<file path="src/sys_csr_pkg.sv">
package sys_csr_pkg;

    // Device register offsets (byte addresses, one 32-bit word each)
    localparam logic [7:0] OFF_TIMER_CFG = 8'h8C;
    localparam logic [7:0] OFF_TIMER_CNT = 8'h90;
    localparam logic [7:0] OFF_WORD_SWAP = 8'h98;
    localparam logic [7:0] OFF_FREE_RUN = 8'h9C;
    localparam logic [7:0] OFF_DROP_CNT = 8'hA0;
    localparam logic [7:0] OFF_MAC_CMD = 8'hA4;
    localparam logic [7:0] OFF_MAC_DATA = 8'hA8;

    // Field positions within the upper half-word of a register; index width in the lower half
    localparam int TIMER_EN_HBIT = 13;
    localparam int CMD_BUSY_HBIT = 15;
    localparam int CMD_DIR_HBIT = 14;
    localparam int MAC_IDX_W = 8;

    // Reset and compare values
    localparam logic [15:0] TIMER_RESET = 16'hFFFF;
    localparam logic [31:0] SWAP_ALL_ONES = 32'hFFFFFFFF;
    localparam logic [31:0] DROP_BELOW_HALF = 32'h7FFFFFFF;
    localparam logic [31:0] WORD_ZERO = 32'h00000000;
    localparam logic [15:0] HALF_ZERO = 16'h0000;

    // Timing: 50 MHz system clock, 25 MHz free-run rate, 100 us timer tick
    localparam int CLK_PERIOD_NS = 20;
    localparam int GPT_TICK_NS = 100000;
    localparam int GPT_TICK_CYCLES = GPT_TICK_NS / CLK_PERIOD_NS;

    // Host controller registers on APB
    localparam logic [7:0] HREG_CMD = 8'h00;
    localparam logic [7:0] HREG_WDATA = 8'h04;
    localparam logic [7:0] HREG_STATUS = 8'h08;
    localparam logic [7:0] HREG_RDATA = 8'h0C;
    localparam int HCMD_DIR_BIT = 8;
    localparam int HST_BUSY_BIT = 0;
    localparam int HST_MACBUSY_BIT = 1;
    localparam int HST_REFUSED_BIT = 2;

    // Indirect MAC access states
    typedef enum logic [1:0] {
        MAC_IDLE = 2'b01,
        MAC_BUSY = 2'b10
    } mac_st_e;

    // Host link transfer states
    typedef enum logic [2:0] {
        LNK_IDLE = 3'b001,
        LNK_STROBE = 3'b010,
        LNK_CAPTURE = 3'b100
    } lnk_st_e;

    // Select one half-word of a register
    function automatic logic [15:0] get_half(input logic [31:0] w, input logic hi);
        return hi ? w[31:16] : w[15:0];
    endfunction

    // Replace one half-word of a register
    function automatic logic [31:0] put_half(input logic [31:0] w, input logic [15:0] h,
                                             input logic hi);
        return hi ? {h, w[15:0]} : {w[31:16], h};
    endfunction

    // True for the two words of the indirect access pair
    function automatic logic is_mac_pair(input logic [7:0] off);
        return (off == OFF_MAC_CMD) || (off == OFF_MAC_DATA);
    endfunction

endpackage

</file>
<file path="src/sram_link_if.sv">
interface sram_link_if (input wire logic sys_clk);
    import sys_csr_pkg::*;

    // Host to device strobes and address, active low
    logic cs_n;
    logic rd_n;
    logic wr_n;
    logic [7:1] addr;
    logic [15:0] wdata;
    // Device to host read data
    logic [15:0] rdata;

    modport dev (input cs_n, input rd_n, input wr_n, input addr, input wdata, output rdata);
    modport hst (output cs_n, output rd_n, output wr_n, output addr, output wdata, input rdata);
endinterface

</file>
<file path="src/sys_csr_device.sv">
// Overview of operation
// - Timer count readable, 16 bits, resets FFFFh
// - Default: A1 set selects upper half
// - Swap all ones: A1 set selects lower
// - 32-bit 25 MHz counter, zero at reset
// - First half read latches whole counter
// - Counter clears within 160 ns of reset
// - Counter runs in every power state
// - Dropped frames counted, zero after reset
// - Reading drop counter returns then clears
// - Event when drop counter reaches midpoint
// - Busy bit starts access, self clears
// - Read data loaded in the same cycle busy clears
// - Host leaves command/data alone while busy
// - Bit 30 picks read or write
// - Bits 7-0 pick MAC register index
// - Data register carries indirect value, resets zero
// - Timer enable bit; falling edge presets preload
//
// The APB interface to the registers was left to the implementer.
module sys_csr_device
    import sys_csr_pkg::*;
#(
    parameter int TICK_CYCLES = GPT_TICK_CYCLES
)
(
    // Clock and reset
    input wire logic sys_clk,
    input wire logic rstn,
    // Host bus
    sram_link_if.dev link,
    // Receive path
    input wire logic frame_dropped,
    output logic drop_half_event,
    // MAC register port
    output logic mac_req,
    output logic mac_write,
    output logic [MAC_IDX_W-1:0] mac_index,
    output logic [31:0] mac_wdata,
    input wire logic [31:0] mac_rdata,
    input wire logic mac_ack
);

    // Whole state of the device end
    typedef struct packed {
        logic [31:0] word_swap;     // Half-word mapping control
        logic timer_en;             // Timer run bit
        logic [15:0] preload;       // Timer preload
        logic [15:0] timer_cnt;     // Present timer count
        logic [15:0] tick_div;      // Timer tick divider
        logic fr_phase;             // 50 to 25 MHz divider
        logic [31:0] tick_count_field;        // Free-running count
        logic [31:0] fr_snap;       // Sample for the second half read
        logic fr_pend;              // Second half still owed
        logic [31:0] drop_cnt;      // Dropped frame tally
        logic [31:0] drop_snap;     // Sample for the second half read
        logic drop_pend;            // Second half still owed
        logic drop_evt;             // Midpoint event
        logic cmd_dir;              // Indirect direction, 1 = read
        logic [MAC_IDX_W-1:0] cmd_idx;  // Indirect target
        logic [31:0] mac_data;      // Indirect data word
        mac_st_e mac_st;            // Indirect access state
        logic [15:0] rdata;         // Read data to host
    } dev_state_s;

    dev_state_s q;
    dev_state_s d;

    // Decoded host access
    logic wr_hit;
    logic rd_hit;
    logic hi;
    logic [7:0] off;
    logic [31:0] fr_inc;

    assign wr_hit = !link.cs_n && !link.wr_n;
    assign rd_hit = !link.cs_n && !link.rd_n;
    assign off = {link.addr[7:2], 2'b00};
    // Swap only reverses which half A1 reaches; never the stored layout
    assign hi = link.addr[1] ^ (q.word_swap == SWAP_ALL_ONES);

    // Next state
    always_comb
    begin
        d = q;
        d.drop_evt = 1'b0;

        // Free-running counter at half the system rate, in every power state
        d.fr_phase = !q.fr_phase;
        fr_inc = q.tick_count_field + 32'h00000001;
        if (q.fr_phase)
        begin
            d.tick_count_field = fr_inc;
        end

        // Timer tick divider and countdown
        if (q.timer_en)
        begin
            if (q.tick_div == 16'(TICK_CYCLES - 1))
            begin
                d.tick_div = HALF_ZERO;
                d.timer_cnt = (q.timer_cnt == HALF_ZERO) ? q.preload : q.timer_cnt - 16'h0001;
            end
            else
            begin
                d.tick_div = q.tick_div + 16'h0001;
            end
        end

        // Drop tally; midpoint crossing flagged once
        if (frame_dropped)
        begin
            d.drop_cnt = q.drop_cnt + 32'h00000001;
            d.drop_evt = (q.drop_cnt == DROP_BELOW_HALF);
        end

        // Host writes, 16 bits at a time
        if (wr_hit)
        begin
            case (off)
                OFF_TIMER_CFG:
                begin
                    if (hi)
                    begin
                        d.timer_en = link.wdata[TIMER_EN_HBIT];
                        // Start from the preload when switched on
                        if (link.wdata[TIMER_EN_HBIT] && !q.timer_en)
                        begin
                            d.timer_cnt = q.preload;
                            d.tick_div = HALF_ZERO;
                        end
                        if (!link.wdata[TIMER_EN_HBIT] && q.timer_en)
                        begin
                            d.preload = TIMER_RESET;
                        end
                    end
                    else
                    begin
                        d.preload = link.wdata;
                    end
                end
                OFF_WORD_SWAP:
                begin
                    d.word_swap = put_half(q.word_swap, link.wdata, hi);
                end
                OFF_MAC_CMD:
                begin
                    // Writes during a busy access are dropped
                    if (q.mac_st == MAC_IDLE)
                    begin
                        if (hi)
                        begin
                            d.cmd_dir = link.wdata[CMD_DIR_HBIT];
                            if (link.wdata[CMD_BUSY_HBIT])
                            begin
                                d.mac_st = MAC_BUSY;
                            end
                        end
                        else
                        begin
                            d.cmd_idx = link.wdata[MAC_IDX_W-1:0];
                        end
                    end
                end
                OFF_MAC_DATA:
                begin
                    if (q.mac_st == MAC_IDLE)
                    begin
                        d.mac_data = put_half(q.mac_data, link.wdata, hi);
                    end
                end
                default:
                begin
                    d.mac_st = d.mac_st; // Read-only or unmapped: ignored
                end
            endcase
        end

        // Host reads; the two counters sample on the first half
        if (rd_hit)
        begin
            case (off)
                OFF_TIMER_CNT:
                    d.rdata = get_half({HALF_ZERO, q.timer_cnt}, hi);
                OFF_TIMER_CFG:
                    d.rdata = get_half({2'b00, q.timer_en, 13'h0000, q.preload}, hi);
                OFF_WORD_SWAP:
                    d.rdata = get_half(q.word_swap, hi);
                OFF_FREE_RUN:
                begin
                    d.rdata = get_half(q.fr_pend ? q.fr_snap : q.tick_count_field, hi);
                    d.fr_snap = q.tick_count_field;
                    d.fr_pend = !q.fr_pend;
                end
                OFF_DROP_CNT:
                begin
                    d.rdata = get_half(q.drop_pend ? q.drop_snap : q.drop_cnt, hi);
                    if (!q.drop_pend)
                    begin
                        // A drop in the same cycle lands after the clear
                        d.drop_snap = q.drop_cnt;
                        d.drop_cnt = frame_dropped ? 32'h00000001 : WORD_ZERO;
                    end
                    d.drop_pend = !q.drop_pend;
                end
                OFF_MAC_CMD:
                    d.rdata = get_half({q.mac_st == MAC_BUSY, q.cmd_dir, 22'h000000,
                                        q.cmd_idx}, hi);
                OFF_MAC_DATA:
                    d.rdata = get_half(q.mac_data, hi);
                default:
                    d.rdata = HALF_ZERO;
            endcase
        end

        // Indirect access completes on the MAC acknowledge
        if ((q.mac_st == MAC_BUSY) && mac_ack)
        begin
            if (q.cmd_dir)
            begin
                d.mac_data = mac_rdata;
            end
            d.mac_st = MAC_IDLE;
        end
    end

    // State register; synchronous reset clears the counter on the first clock edge with rstn low
    always_ff @(posedge sys_clk)
    begin
        if (!rstn)
        begin
            q <= '0;
            q.timer_cnt <= TIMER_RESET;
            q.preload <= TIMER_RESET;
            q.mac_st <= MAC_IDLE;
            q.tick_count_field <= WORD_ZERO;
        end
        else
        begin
            q <= d;
        end
    end

    // MAC port held steady for the whole access
    assign mac_req = (q.mac_st == MAC_BUSY);
    assign mac_write = !q.cmd_dir;
    assign mac_index = q.cmd_idx;
    assign mac_wdata = q.mac_data;
    assign drop_half_event = q.drop_evt;
    assign link.rdata = q.rdata;

endmodule

</file>
<file path="src/flat_wrapper.sv">
// flat-port wrapper written by rule: the top's interface ports become plain ports
module sys_csr_device_flat import sys_csr_pkg::*;
#(
    parameter int TICK_CYCLES = GPT_TICK_CYCLES
)
  (sys_clk, rstn, frame_dropped, drop_half_event, mac_req, mac_write, mac_index, mac_wdata, mac_rdata, mac_ack, link_cs_n, link_rd_n, link_wr_n, link_addr, link_wdata, link_rdata);
  sram_link_if link_i (.sys_clk(sys_clk));
  input wire logic sys_clk;
  input wire logic rstn;
  input wire logic frame_dropped;
  output logic drop_half_event;
  output logic mac_req;
  output logic mac_write;
  output logic [MAC_IDX_W-1:0] mac_index;
  output logic [31:0] mac_wdata;
  input wire logic [31:0] mac_rdata;
  input wire logic mac_ack;
  input wire logic [$bits(link_i.cs_n)-1:0] link_cs_n;
  input wire logic [$bits(link_i.rd_n)-1:0] link_rd_n;
  input wire logic [$bits(link_i.wr_n)-1:0] link_wr_n;
  input wire logic [$bits(link_i.addr)-1:0] link_addr;
  input wire logic [$bits(link_i.wdata)-1:0] link_wdata;
  output wire logic [$bits(link_i.rdata)-1:0] link_rdata;
  assign link_i.cs_n = link_cs_n;
  assign link_i.rd_n = link_rd_n;
  assign link_i.wr_n = link_wr_n;
  assign link_i.addr = link_addr;
  assign link_i.wdata = link_wdata;
  assign link_rdata = link_i.rdata;
  sys_csr_device #(.TICK_CYCLES(TICK_CYCLES)) u_core (.sys_clk(sys_clk), .rstn(rstn), .link(link_i), .frame_dropped(frame_dropped), .drop_half_event(drop_half_event), .mac_req(mac_req), .mac_write(mac_write), .mac_index(mac_index), .mac_wdata(mac_wdata), .mac_rdata(mac_rdata), .mac_ack(mac_ack));
endmodule
</file>
<file path="config.mk">
export PLATFORM = sky130hd
export DESIGN_NAME = sys_csr_device_flat
export DESIGN_NICKNAME = d
export VERILOG_FILES = /design/src/sys_csr_pkg.sv /design/src/sram_link_if.sv /design/src/sys_csr_device.sv /design/src/flat_wrapper.sv
export SDC_FILE = /design/constraint.sdc
export NUM_CORES = 1
export LEC_CHECK = 0
export BUFFER_PORTS_ARGS = -buffer_cell sky130_fd_sc_hd__buf_2
export CELL_PAD_IN_SITES_DETAIL_PLACEMENT = 2
export CELL_PAD_IN_SITES_GLOBAL_PLACEMENT = 2
export CORE_MARGIN = 2
export CORE_UTILIZATION = 39
export DETAILED_ROUTE_END_ITERATION = 8
export PLACE_DENSITY_LB_ADDON = 0.25
export SYNTH_ARGS = -nofsm -noshare
export SYNTH_HDL_FRONTEND = slang
export SYNTH_SLANG_ARGS = --single-unit
</file>
<file path="constraint.sdc">
create_clock -name sys_clk -period 7.5 [get_ports sys_clk]
set_input_delay 0 -clock sys_clk [delete_from_list [all_inputs] [get_ports sys_clk]]
set_output_delay 0 -clock sys_clk [all_outputs]
set_load 0.005 [all_outputs]
</file>
Word-level counts from Yosys, hierarchy flattened
Cells that the tools add are included.

Flip-flop bits (word level): 272. Bits of input ports: 62. Output and inout bits: 59. Logic and storage cells: 102.

Add/subtract/negate cells: 4. Equal/unequal tests: 13. Mux-type cells: 35. Bitwise gates (word level): 4. Reduce and logical (&&, ||, !) cells: 27.

Operators with widths (number): two-way mux 32 bit (12); two-way mux 16 bit (12); two-way mux 65 bit (2); case mux 16 bit (7 select lines) (1); two-way mux 34 bit (2); adder 32 x 1 -> 32 bit, second input constant (2); two-way mux 64 bit (1); == test 6 bit, second input constant (7); == test 32 x 31 -> 1 bit, second input constant (1); == test 32 bit, second input constant (1); adder 16 x 1 -> 16 bit, second input constant (1); == test 16 x 13 -> 1 bit, second input constant (1); zero test 16 bit (1); subtractor 16 x 1 -> 16 bit, second input constant (1); AND reduction 3 bit (5); zero test 1 bit (9); two-way mux 2 bit (4); AND reduction 4 bit (2); AND reduction 2 bit (3); logical AND 1 bit (5); AND reduction 5 bit (1); NOT 1 bit (3); == test 2 x 1 -> 1 bit, second input constant (1); == test 2 bit, second input constant (1); 4 further kinds (4).

Depth between registers and ports, before layout
Depth after elaboration: 8. Mapped depth: 10. Mapped depth without buffers: 8.

Worst setup path before layout
Ideal clock, no wire load.

Path type: register to register. Start point: register u_core.q[246] in the netlist's numbering. End point: register u_core.q[245] in the netlist's numbering. Library setup time: 0.072 ns. Arrival time: 2.347 ns. Required time: 7.428 ns. Path slack: 5.082 ns. Stages on the path, launching flop included: 8. Path buffers: 1. Clock period less this slack: 2.418 ns. Path through: dfxtp_1 nand4_1 nor4_2 nand2_2 xnor2_2 nor4_2 buf_4 mux2i_1.

Longest elaborated chain between the ends: 4.

RTL lines: from (decl) (line sys_csr_device.sv:66) `dev_state_s q;`; == test 32 bit (line sys_csr_device.sv:80) `assign hi = link.addr[1] ^ (q.word_swap == SWAP_ALL_ONES);`; bitwise XOR 1 bit (line sys_csr_device.sv:80); NOT 1 bit (no source line); AND reduction 3 bit (no source line).

No other way between the ends. A chain may end at the register's enable or synchronous reset.

Final worst setup path
Start point: input port link_wr_n. End point: register u_core.q, in the netlist u_core.mac_wdata[22].

Longest elaborated chain between the ends: 5.

RTL lines: from (decl) (line flat_wrapper.sv:20) `input wire logic [$bits(link_i.wr_n)-1:0] link_wr_n;`; zero test 1 bit * (line sys_csr_device.sv:76) `assign wr_hit = !link.cs_n && !link.wr_n;`; logical AND 1 bit * (line sys_csr_device.sv:76); two-way mux 34 bit * (line sys_csr_device.sv:118) `if (wr_hit)`; two-way mux 32 bit (line sys_csr_device.sv:219) `if (q.cmd_dir)`; two-way mux 34 bit * (line sys_csr_device.sv:217) `if ((q.mac_st == MAC_BUSY) && mac_ack)`.

Mark *: on every way between the ends. The rest lies on a longest branch, timed or not.

==> impl_metrics.tcl <==
set metrics [dict create \
    die_width_um 191 \
    drt.antenna.violating_nets 0 \
    slew_headroom 0.121 \
    cts_max_level 2 \
    wl_per_cell_um 26.2 \
    worstSetupPathType "in2reg" \
    grt_usage 0.311 \
    synth-seq-area-share 0.399 \
    cp-end-kind "register" \
    ctsRootBufferMaster "clkbuf_16" \
    synthCells 1616 \
    place.gp.congestion 0.858 \
    most-common-layout-cells "dfxtp_1 (270), nor2_1 (196), nand2_1 (184), mux2i_1 (126), buf_2 (119)" \
    synthesis.area_sq_um 13600 \
    rr_startpoint "u_core.q[267]" \
    p_leak_nw 6.20 \
    grt_max_degree 90 \
    cap_violations 0 \
    status "complete, no violations" \
    cp.required_ps 7950 \
    syn_avg_cell_area_sq_um 8.44 \
    reg2reg_depth 7 \
    area_delta_synth_final_pct 18.0 \
    hold_viol 0 \
    grt-ovfl-total 0 \
    p_per_area_nw_per_um2 211 \
    fin_nets 1764 \
    clock-skew-final_ps 27.9 \
    grt_pass1_vias 14100 \
    finalMaxSlewViolations 0 \
    row_count 68 \
    final_common_cell "dfxtp_1" \
    setup_violations 0 \
    grt_pass1_wl_mm 86.6 \
    die_h_um 191 \
    synthFlopType "dfxtp_1" \
    crit_fanout 32 \
    holdCritStartpoint "mac_rdata[29]" \
    netSwitchingPower_mw 0.785 \
    reg2reg_to "u_core.mac_wdata[22]" \
    fmax_ghz 0.278 \
    stdcell_area_sq_um 16100 \
    clkPwrFrac 0.523 \
    core_sq_um 34500 \
    yosys_warnings 0 \
    dr.pass1.iters 6 \
    tightest_slew_ps 1320 \
    die_area_sq_um 36500 \
    clock-sinks 272 \
    combPwrFrac 0.048 \
    port_buffers 120 \
    start_util 0.396 \
    pin_count 121 \
    vias_per_cell 6.08 \
    worstSkewPairLatency_ps 540 \
    drive_gt1_frac 0.145 \
    worstSetupStartpointType "input pin" \
    switching_share 0.231 \
    period_minus_slack_ps 3600 \
    vias 13200 \
    fin_tns_setup_ps 0 \
    dpl_cell_area_sq_um 14100 \
    ctsLongestPathBuffers 3 \
    syn_nets 1683 \
    irDropWorstVdd_uv 166 \
    p_seq_frac 0.429 \
    final.period_utilization 0.480 \
    rsz0062_at_grt "no" \
    route.detailed.drc 0 \
    min_path_type "in2reg" \
    clk_pin_slew_ps 70 \
    r2r_slack_ps 4010 \
    min_path_cells 3 \
    p_int_mw 2.61 \
    min_to "u_core.mac_wdata[29]" \
    cts_made_buffers 34 \
    tritoncts "done" \
    synth.distinct_cells 71 \
    ys_async_sr_fraction 0 \
    synth_edf_count 0 \
    wl_mm 57.1 \
    drtIter0Drc 1162 \
    synth_seq_cells 272 \
    arrival_ps 4040 \
    antenna_found_initial 3 \
    hpwl_mm 37.1 \
]
==> worst max-delay path, stage by stage <==
cell and delay, ps:
dlygate4sd3_1 530, buf_2 140, or2_2 360, nor3b_1 690, nand3_1 310, mux2i_4 960, nor3_1 130, a211oi_1 250
dlygate4sd3_1 620
==> how the worst max path moves through the flow <==
stage                  start              endpoint  cells past startpoint
5_1_grt            link_wr_n  u_core.mac_wdata[22]                      9
6_report           link_wr_n  u_core.mac_wdata[22]                      9
3_3_place_gp   u_core.q[268]         u_core.q[194]                      6
3_5_place_dp   u_core.q[269]   u_core.mac_index[5]                      6
4_1_cts            link_wr_n  u_core.mac_wdata[20]                      9
2_1_floorplan  u_core.q[246]         u_core.q[245]                      7
==> Yosys cell counts (6+ instances only) <==
cell type  number  area, sq um
dfxtp_1       272         5450
nor2_1        198          743
nand2_1       184          691
mux2i_1       127         1270
a21oi_1       111          556
clkbuf_1       92          345
o21ai_0        71          355
buf_4          58          435
xor2_1         53          464
nand3_1        43          215
nor3_1         40          200
nand4_1        34          213
a222oi_1       27          270
mux2_2         26          293
and3_1         22          138
a211oi_1       20          150
xnor2_1        18          158
nor3b_1        17          128
inv_1          16         60.1
buf_2          14         70.1
o211ai_1       12         90.1
a221oi_1       11         96.3
or3_1          11         68.8
a221o_1        10          100
a22oi_1         8         60.1
and2_1          8         50.1
and4_1          8         70.1
buf_1           6         22.5
nor4_2          6         75.1
==> cells by family (layout without fill, tap and decap cells) <==
family,count (synthesis),after routing,synth area share
AOI/OAI and AO/OA,318,318,0.152
xor gates and xnor gates,72,72,0.0468
adders and majority gates,5,5,0.00459
buffers and inverters,186,291,0.0685
DFF,272,272,0.399
muxes,153,153,0.115
other,0,1,0
and+or+nand+nor,610,610,0.214
==> power by group through the flow <==
stage	registers [mW]	logic, mW	clock network (mW)
6_report	1.45	0.162	1.77
4_1_cts	1.45	0.158	1.78
2_1_floorplan	1.48	0.0738	0
3_5_place_dp	1.49	0.135	0
5_1_grt	1.45	0.172	1.85
3_3_place_gp	1.49	0.133	0
==> state kept, by name, summed over array words and instances (netlist names) <==
signal and flops:
u_core.q 215, u_core.mac_wdata 32, u_core.link.rdata 16, u_core.mac_index 8
u_core.drop_half_event 1
==> area by class of cell <==
class | count | area (sq um)
inverters | 16 | 61.3
repair buffers | 215 | 1500
well taps | 455 | 569
diodes | 1 | 2.50
clock buffers | 51 | 1050
flip-flops and latches | 272 | 5450
clock inverters | 9 | 148
multi-input cells | 1158 | 7320
fillers | 3765 | 18400
==> metrics by stage <==
stage | instances | utilization | hold slack [ps] | power [mW] | setup WS (ps)
global placement | 2040 | 0.410 | 280 | 1.62 | 4580
detailed placement | 2040 | 0.410 | 295 | 1.62 | 4480
finish | 2177 | 0.467 | 28.2 | 3.39 | 3900
CTS | 2175 | 0.467 | 4.15 | 3.40 | 4160
floorplan | 1616 | - | 145 | 1.56 | 5080
global route | 2176 | 0.467 | 56.1 | 3.47 | 3740
==> routing by layer <==
metal | wire length [um] | GRT usage | vias to the layer above | part of all wire
met5 | 10 | 0 | - | 0.00018
met4 | 2660 | 0.140 | 2 | 0.047
met3 | 3590 | 0.0444 | 158 | 0.063
met2 | 26900 | 0.517 | 524 | 0.47
met1 | 24000 | 0.399 | 6659 | 0.42
li1 | - | - | 5887 | -
==> timing repair <==
| item | in CTS | in global routing |
|---|---|---|
| setup buffers | 0 | 0 |
| hold buffers | 75 | 0 |
| endpoints found under the hold margin | 90 | 0 |
| gates resized for setup | 0 | 0 |
No activity file was read; power rests on OpenSTA's default activity.
